$ cat src/rtl/pis_pkg.sv
// constants for the interrupt and power sequence register slice
package pis_pkg;
    localparam logic [7:0] OFS_IRQ_ALLOW_TWO = 8'h06;
    localparam logic [7:0] OFS_STATUS_ONE    = 8'h07;
    localparam logic [7:0] OFS_STATUS_TWO    = 8'h08;
    localparam logic [7:0] OFS_SLOT_ORDER    = 8'h09;
    // enable and flag positions in the second pair of registers
    localparam int BIT_BOOST     = 7;
    localparam int BIT_GATE_HIGH = 6;
    localparam int BIT_INVERTER  = 5;
    localparam int BIT_SRC_POS   = 4;
    localparam int BIT_GATE_LOW  = 3;
    localparam int BIT_UNUSED    = 2;
    localparam int BIT_SRC_NEG   = 1;
    localparam int BIT_CONV_DONE = 0;
    localparam logic [7:0] ALLOW_TWO_MASK  = 8'hfb;
    localparam logic [7:0] ALLOW_TWO_RESET = 8'hfb;
    localparam logic [7:0] STATUS_ONE_MASK = 8'h7c;
    localparam int         STATUS_ONE_LSB  = 2;
    // slot fields: gate high 7:6, source pos 5:4, gate low 3:2, source neg 1:0
    localparam logic [7:0] SLOT_ORDER_RESET = 8'he4;
    // timing
    localparam int CLK_HZ      = 50_000_000;
    localparam int MS_CYCLES   = CLK_HZ / 1000;
    localparam int UV_SHORT_MS = 5;
    localparam int UV_LONG_MS  = 10;
    localparam int UV_CNT_W    = 20;
    typedef enum logic [1:0] {PIS_OFF, PIS_UP, PIS_ON, PIS_DOWN} pis_seq_t;
endpackage

$ cat src/rtl/pis_regs.sv
// interrupt enable, fault status and rail slot order registers with sequencer
//
// Overview of operation
// - enables: boost 7, gate high 6, inverter 5, src pos 4, gate low 3, src neg 1, done 0
// - enable bit 1 permits, 0 suppresses; used enables reset to 1
// - enable bit 2 is read-only zero and ignores writes
// - status one read-only: bits 6..2 thermal/thermistor/input flags, others zero
// - status two read-only, flags at enable positions, bit 2 zero
// - undervolt flag when rail misses regulation 5 ms after enable, converters 10 ms
// - slot field 00..11 picks strobe one to four for that rail
// - slot order fields 7:6, 5:4, 3:2, 1:0, reset 11, 10, 01, 00
// - power-down runs strobes in reverse order, fourth slot first
// - first strobe follows wake-up rise by programmed delay code in ms
module pis_regs #(
    parameter int MS_CYC        = pis_pkg::MS_CYCLES,
    parameter int UV_SHORT_CYC  = pis_pkg::UV_SHORT_MS * pis_pkg::MS_CYCLES,
    parameter int UV_LONG_CYC   = pis_pkg::UV_LONG_MS * pis_pkg::MS_CYCLES
) (
    input  wire logic       i_mclk,
    input  wire logic       i_rst,
    input  wire logic [7:0] i_reg_addr,
    input  wire logic       i_reg_wr,
    input  wire logic       i_reg_rd,
    input  wire logic [7:0] i_reg_wdata,
    output logic      [7:0] o_reg_rdata,
    input  wire logic       i_power_up_request_pin,
    input  wire logic [4:0] i_status_one_raw,
    input  wire logic [7:0] i_status_one_allow,
    input  wire logic [7:0] i_rail_good,
    input  wire logic       i_conv_done,
    input  wire logic [3:0] i_first_slot_delay,
    input  wire logic [3:0] i_slot_delay_two,
    input  wire logic [3:0] i_slot_delay_three,
    input  wire logic [3:0] i_slot_delay_four,
    output logic      [7:0] o_rail_on,
    output logic            o_slot_strobe,
    output logic      [1:0] o_slot_index,
    output logic            o_irq
);
    ////////////////////////////////////////////////////////////////////////////
    // input synchronisers
    logic [13:0] sync1_q;
    logic [13:0] sync2_q;
    always_ff @(posedge i_mclk or posedge i_rst) begin
        if (i_rst) begin
            sync1_q <= 14'h0000;
            sync2_q <= 14'h0000;
        end else begin
            sync1_q <= {i_power_up_request_pin, i_status_one_raw, i_rail_good};
            sync2_q <= sync1_q;
        end
    end
    wire       wake_s    = sync2_q[13];
    wire [4:0] stat_one_s = sync2_q[12:8];
    wire [7:0] good_s    = sync2_q[7:0];

    ////////////////////////////////////////////////////////////////////////////
    // register decode
    logic [7:0] allow_two_q;
    logic [7:0] slot_order_q;
    logic [7:0] status_two_q;
    wire wr_allow = i_reg_wr && (i_reg_addr == pis_pkg::OFS_IRQ_ALLOW_TWO);
    wire wr_slots = i_reg_wr && (i_reg_addr == pis_pkg::OFS_SLOT_ORDER);
    wire rd_stat2 = i_reg_rd && (i_reg_addr == pis_pkg::OFS_STATUS_TWO);
    wire [7:0] status_one = {3'h0, stat_one_s} << pis_pkg::STATUS_ONE_LSB;
    logic [7:0] rd_mux;
    always_comb begin
        case (i_reg_addr)
            pis_pkg::OFS_IRQ_ALLOW_TWO: rd_mux = allow_two_q;
            pis_pkg::OFS_STATUS_ONE:    rd_mux = status_one & pis_pkg::STATUS_ONE_MASK;
            pis_pkg::OFS_STATUS_TWO:    rd_mux = status_two_q & pis_pkg::ALLOW_TWO_MASK;
            pis_pkg::OFS_SLOT_ORDER:    rd_mux = slot_order_q;
            default:                    rd_mux = 8'h00;
        endcase
    end

    // writable registers and read data
    always_ff @(posedge i_mclk or posedge i_rst) begin
        if (i_rst) begin
            allow_two_q  <= pis_pkg::ALLOW_TWO_RESET;
            slot_order_q <= pis_pkg::SLOT_ORDER_RESET;
            o_reg_rdata  <= 8'h00;
        end else begin
            if (wr_allow)
                allow_two_q <= i_reg_wdata & pis_pkg::ALLOW_TWO_MASK;
            if (wr_slots)
                slot_order_q <= i_reg_wdata;
            if (i_reg_rd)
                o_reg_rdata <= rd_mux;
        end
    end

    ////////////////////////////////////////////////////////////////////////////
    // power sequencer
    pis_pkg::pis_seq_t seq_q;
    logic [1:0]  slot_q;
    logic [3:0]  wait_ms_q;
    logic [31:0] pre_q;
    logic [3:0]  rail_on_q;  // gate high, source pos, gate low, source neg
    logic        dcdc_on_q;
    logic        strobe_q;

    function automatic logic [3:0] slot_delay(input logic [1:0] idx);
        case (idx)
            2'h0:    slot_delay = i_first_slot_delay;
            2'h1:    slot_delay = i_slot_delay_two;
            2'h2:    slot_delay = i_slot_delay_three;
            default: slot_delay = i_slot_delay_four;
        endcase
    endfunction

    wire waiting = (seq_q == pis_pkg::PIS_UP) || (seq_q == pis_pkg::PIS_DOWN);
    wire fire    = waiting && (wait_ms_q == 4'h0);
    wire ms_tick = (pre_q == 32'(MS_CYC - 1));
    wire going_up = (seq_q == pis_pkg::PIS_UP);
    // power-down: slot 3 waits the first delay, then each slot the delay of the slot left
    wire [3:0] slot_hit;
    assign slot_hit[3] = slot_order_q[7:6] == slot_q;
    assign slot_hit[2] = slot_order_q[5:4] == slot_q;
    assign slot_hit[1] = slot_order_q[3:2] == slot_q;
    assign slot_hit[0] = slot_order_q[1:0] == slot_q;

    // state, slot pointer, delay counters
    always_ff @(posedge i_mclk or posedge i_rst) begin
        if (i_rst) begin
            seq_q     <= pis_pkg::PIS_OFF;
            slot_q    <= 2'h0;
            wait_ms_q <= 4'h0;
            pre_q     <= 32'h0;
            strobe_q  <= 1'b0;
            dcdc_on_q <= 1'b0;
        end else begin
            strobe_q <= fire;
            pre_q    <= (!waiting || ms_tick || fire) ? 32'h0 : pre_q + 32'h1;
            if (waiting && !fire && ms_tick)
                wait_ms_q <= wait_ms_q - 4'h1;
            case (seq_q)
                pis_pkg::PIS_OFF, pis_pkg::PIS_UP: begin
                    if (!wake_s && seq_q == pis_pkg::PIS_UP) begin
                        seq_q     <= pis_pkg::PIS_DOWN;
                        slot_q    <= 2'h3;
                        wait_ms_q <= i_first_slot_delay;
                    end else if (wake_s && seq_q == pis_pkg::PIS_OFF) begin
                        seq_q     <= pis_pkg::PIS_UP;
                        slot_q    <= 2'h0;
                        wait_ms_q <= i_first_slot_delay;
                        dcdc_on_q <= 1'b1;
                    end else if (fire) begin
                        if (slot_q == 2'h3)
                            seq_q <= pis_pkg::PIS_ON;
                        slot_q    <= slot_q + 2'h1;
                        wait_ms_q <= slot_delay(slot_q + 2'h1);
                    end
                end
                pis_pkg::PIS_ON: begin
                    if (!wake_s) begin
                        seq_q     <= pis_pkg::PIS_DOWN;
                        slot_q    <= 2'h3;
                        wait_ms_q <= i_first_slot_delay;
                    end
                end
                pis_pkg::PIS_DOWN: begin
                    if (fire) begin
                        if (slot_q == 2'h0) begin
                            seq_q     <= pis_pkg::PIS_OFF;
                            dcdc_on_q <= 1'b0;
                        end
                        slot_q    <= slot_q - 2'h1;
                        wait_ms_q <= slot_delay(slot_q);
                    end
                end
                default: seq_q <= pis_pkg::PIS_OFF;
            endcase
        end
    end

    // rail enables follow the strobes
    always_ff @(posedge i_mclk or posedge i_rst) begin
        if (i_rst)
            rail_on_q <= 4'h0;
        else if (fire && going_up)
            rail_on_q <= rail_on_q | slot_hit;
        else if (fire)
            rail_on_q <= rail_on_q & ~slot_hit;
    end

    // rail enables in status bit positions
    wire [7:0] rail_en;
    assign rail_en = {dcdc_on_q, rail_on_q[3], dcdc_on_q, rail_on_q[2], rail_on_q[1],
                      1'b0, rail_on_q[0], 1'b0};
    assign o_rail_on     = rail_en;
    assign o_slot_strobe = strobe_q;

    // slot index of the last strobe
    always_ff @(posedge i_mclk or posedge i_rst) begin
        if (i_rst)
            o_slot_index <= 2'h0;
        else if (fire)
            o_slot_index <= slot_q;
    end

    ////////////////////////////////////////////////////////////////////////////
    // under-voltage timers, one per monitored rail
    logic [7:0] uv_hit;
    genvar g;
    generate
        for (g = 1; g < 8; g++) begin : g_uv
            if (g == pis_pkg::BIT_UNUSED) begin : g_none
                assign uv_hit[g] = 1'b0;
            end else begin : g_rail
                localparam int LIM = (g == pis_pkg::BIT_BOOST || g == pis_pkg::BIT_INVERTER)
                                     ? UV_LONG_CYC : UV_SHORT_CYC;
                localparam int CW = pis_pkg::UV_CNT_W;
                localparam logic [CW-1:0] LIM_V = LIM[CW-1:0];
                logic [pis_pkg::UV_CNT_W-1:0] cnt_q;
                wire run = rail_en[g] && !good_s[g];
                always_ff @(posedge i_mclk or posedge i_rst) begin
                    if (i_rst)
                        cnt_q <= '0;
                    else if (!rail_en[g] || good_s[g])
                        cnt_q <= '0;
                    else if (cnt_q != LIM_V)
                        cnt_q <= cnt_q + 1'b1;
                end
                assign uv_hit[g] = run && (cnt_q == LIM_V - 1'b1);
            end
        end
    endgenerate
    assign uv_hit[0] = i_conv_done;

    // sticky status two, cleared by a read, a new event wins
    always_ff @(posedge i_mclk or posedge i_rst) begin
        if (i_rst)
            status_two_q <= 8'h00;
        else
            status_two_q <= ((rd_stat2 ? 8'h00 : status_two_q) | uv_hit)
                            & pis_pkg::ALLOW_TWO_MASK;
    end

    // interrupt output
    wire irq_d = |(status_two_q & allow_two_q) | |(status_one & i_status_one_allow);
    always_ff @(posedge i_mclk or posedge i_rst) begin
        if (i_rst)
            o_irq <= 1'b0;
        else
            o_irq <= irq_d;
    end
endmodule

$ cat config.mk
export PLATFORM = sky130hd
export DESIGN_NAME = pis_regs
export DESIGN_NICKNAME = d
export VERILOG_FILES = /design/src/rtl/pis_pkg.sv /design/src/rtl/pis_regs.sv
export SDC_FILE = /design/constraint.sdc
export NUM_CORES = 1
export LEC_CHECK = 0
export ABC_CLOCK_PERIOD_IN_PS = 13510
export BUFFER_PORTS_ARGS = -buffer_cell sky130_fd_sc_hd__buf_2
export CORE_ASPECT_RATIO = 2
export CORE_MARGIN = 5
export CORE_UTILIZATION = 45
export DETAILED_ROUTE_END_ITERATION = 6
export PLACE_DENSITY = 0.7
export SYNTH_ARGS = -nofsm -noshare
export SYNTH_HDL_FRONTEND = slang
export SYNTH_SLANG_ARGS = --single-unit
$ cat constraint.sdc
create_clock -name i_mclk -period 13.51 [get_ports i_mclk]
set_input_delay 1.351 -clock i_mclk [delete_from_list [all_inputs] [get_ports i_mclk]]
set_output_delay 1.351 -clock i_mclk [all_outputs]
set_load 0.1 [all_outputs]
==> run_results.csv <==
group,metric,value,unit
clocking,clk_latency,0.51,ns
clocking,cts_sinks,223,
final_layout,register_area,0.00559,mm2
sta,max_freq,335,MHz
floorplanning,rows,81,
route,routed_via_density,5.49,
sta,setup_violations,0,
route,antenna_left,0,
clocking,cts_tree,"done",
route,drc,0,
synthesis,syn_area,0.0111,mm2
hold_path,min_path_type,"register to register",
synthesis,syn_avg_cell_area,9.95,um2
setup_path,setup.worst_path.end_class,"output pin",
power,seqPwrFrac,45.8,%
synthesis,ys_seq_area_share,50.4,%
sta,finalHoldViolations,0,
sta,finalSetupTns,0,ns
power,switching_share,30.5,%
route,wl_per_cell,16.2,um
hold_path,min_from,"sync1_q[3]",
synthesis,synth_area_leaders,"dfrtp_1, xor2_1, nor2_1",
power,p_sw,493,uW
route,drt-initial-drc-count,566,
clocking,htree_levels,1,
final_layout,multi_input_area,0.00516,mm2
synthesis,synth_cell_types,69,
sta,skew,0.0113,ns
route,routed_wl,24.6,mm
setup_path,crit_required,12.16,ns
final_layout,fin_area,0.0124,mm2
route,firstDrtPassIters,5,
power,p_clk_share,36.8,%
setup_path,slowest_stage,"dfrtp_1",
synthesis,netlist_instances,1115,
sta,rsz0062_at_grt,"false",
global_route,track_usage,17.8,%
clocking,cts_buffer_depth,3,
clocking,postCtsSetupBuffers,0,
setup_path,worst-setup-path-type,"register to output pin",
setup_path,crit_fanout,7,
global_route,grt_max_degree,96,
route,vias,8343,
floorplanning,pin_count,79,
global_route,grt_pass1_vias,8664,
setup_path,crit_start,"dcdc_on_q",
global_route,grt_pass1_wl,41.5,mm
clocking,cts_root_buf,"clkbuf_16",
clocking,cts.reportedPaths.clkPinSlew,0.07,ns
power,peakVddDrop,0.0738,mV
synthesis,ys_seq_elements,223,
final_layout,area_growth,11.8,%
setup_path,crit_family,"flip-flops",
setup_path,start_kind,"register",
power,p_comb_share,17.4,%
setup_path,path_cells,"buf_2",
final_layout,nets,1253,
setup_path,arrival,1.63,ns
sta,maxSlewViolCount,0,
placement,place_area,0.0117,mm2
setup_path,timing.rr.start,"pre_q[10]",
sta,worst_pin_slew,1.18,ns
floorplanning,start_util,45.4,%
sta,fin_crit_sh,22.1,%
power,internal_power,1120,uW
job,maxCapViolCount,0,
synthesis,yosysTopAreaCell,"dfrtp_1",
synthesis,ys.flop_type,"dfrtp_1",
synthesis,async_reset_ff_share,100,%
synthesis,ys.warnings.count,0,
floorplanning,dieArea,0.0281,mm2
clocking,cts_resized,0,
floorplanning,core_area,0.0244,mm2
sta,max_slew_margin,21.0,%
placement,io_buffers,71,
floorplanning,die_w,121,um
final_layout,fillCellCount,2235,
synthesis,synth_top_area_share,47.8,%
floorplanning,die_h,232,um
final_layout,drive_above_1_share,12.7,%
power,p_per_area,130,mW/mm2
global_route,antenna_found_initial,1,
placement,dp_hpwl,17.5,mm
clocking,cts_inserted_buffers,21,
clocking,cts-hold-fix-buffers,0,
synthesis,synth_edf_count,0,
global_route,grt_overflow_total,0,
setup_path,cp_num_buf_inv,1,
setup_path,crit_path_max_incr_delay,0.60,ns
sta,finalCriticalPeriod,2.98,ns
placement,gp_congestion,0.853,
power,power.leakage,0.00517,uW
outcome,outcome,"complete, no violations",
[final cells by class]
cell class                      count  area share (%)
Sequential cell                   223            45.1
Multi-Input combinational cell    809            41.6
Clock buffer                       31            4.94
Tap cell                          332            3.35
Timing Repair Buffer               73            2.99
Inverter                           45            1.42
Clock inverter                      7           0.565
Antenna cell                        1          0.0202
[cell usage after synthesis (all sizes together), types with 5 or more instances]
cell type and n:
nand3 57, ha 21, a222oi 11, a21o 8, o31ai 6, nor4 18, o21ai 35, a21oi 36
nor2 146, xor2 69, and4 7, nor4b 9, clkbuf 28, a22oi 10, buf 11, nand2 81
xnor2 55, dfstp 11, inv 44, a22o 9, mux2 17, nand2b 19, nand4 42, dfrtp 212
and3 27, or3 23, nor3 33, o211ai 5, or4 7
[logic make-up (layout without fill, tap and decap cells)]
| logic type | count (synthesis) | in the layout | synth area share (%) |
|---|---|---|---|
| other | 1 | 3 | 0.0338 |
| muxes | 20 | 20 | 2.00 |
| buffers and inverters | 84 | 156 | 3.08 |
| AOI/OAI and AO/OA | 150 | 150 | 9.18 |
| and+or+nand+nor | 492 | 492 | 23.1 |
| xor gates and xnor gates | 124 | 124 | 9.79 |
| adders and majority gates | 21 | 21 | 2.37 |
| DFF | 223 | 223 | 50.4 |
[state kept, by name, indices dropped and copies added, names as in the netlist, named ones only]
| register | count |
|---|---|
| slot_q | 2 |
| pre_q | 32 |
| sync2_q | 12 |
| o_irq | 1 |
| g_uv.g_rail.cnt_q | 120 |
| seq_q | 2 |
| status_two_q | 7 |
| slot_order_q | 8 |
| o_reg_rdata | 8 |
| o_slot_strobe | 1 |
| dcdc_on_q | 1 |
| allow_two_q | 7 |
| o_slot_index | 2 |
| sync1_q | 12 |
| wait_ms_q | 4 |
[cells in the final DEF, fill, tap and decap left out, types with 27 or more instances in the layout]
master,n
xor2_1,69
nand4_1,42
xnor2_1,55
nor3_1,29
a21oi_1,36
dfrtp_1,212
nand3_1,57
nor2_1,146
and3_1,27
buf_2,71
inv_1,42
o21ai_0,35
nand2_1,79
[final timing paths]
kind                                             to  slack, ns  depth (start not counted)
max reg2reg                               pre_q[16]      10.95                          5
min                                      sync2_q[3]       0.35                          0
max in group asynchronous  g_uv[1].g_rail.cnt_q[11]      10.54                          4
max                                    o_rail_on[7]      10.53                          1
min reg2reg                              sync2_q[3]       0.35                          0
min in group asynchronous                sync1_q[9]       0.90                          2
[through the flow]
step	worst slack, ns	util [%]	hold WS [ns]	cells	power (uW)
finish	10.53	50.8	0.347	1521	1610
global route	10.09	50.8	0.357	1521	1690
CTS	10.38	50.8	0.351	1520	1630
detailed placement	9.84	48.0	0.336	1482	1030
global placement	9.88	48.0	0.334	1482	1030
floorplan	6.07	-	0.331	1116	964
[power groups by stage]
stage	Sequential (uW)	Combinational, uW	Clock [uW]
detailed placement	752	279	0
global placement	751	276	0
finish	740	280	594
global route	745	310	635
CTS	739	281	610
floorplan	780	184	0
[routing by layer]
| layer | GRT usage (%) | up-vias | share of wire [%] | wire, um |
|---|---|---|---|---|
| met5 | 0 | - | 0 | 0 |
| met4 | 6.95 | 0 | 2.6 | 645 |
| met3 | 2.46 | 45 | 3.9 | 950 |
| met2 | 32.4 | 143 | 53 | 13100 |
| met1 | 20.9 | 4113 | 40 | 9890 |
| li1 | - | 4042 | - | - |
(Power assumes the default switching activity.)
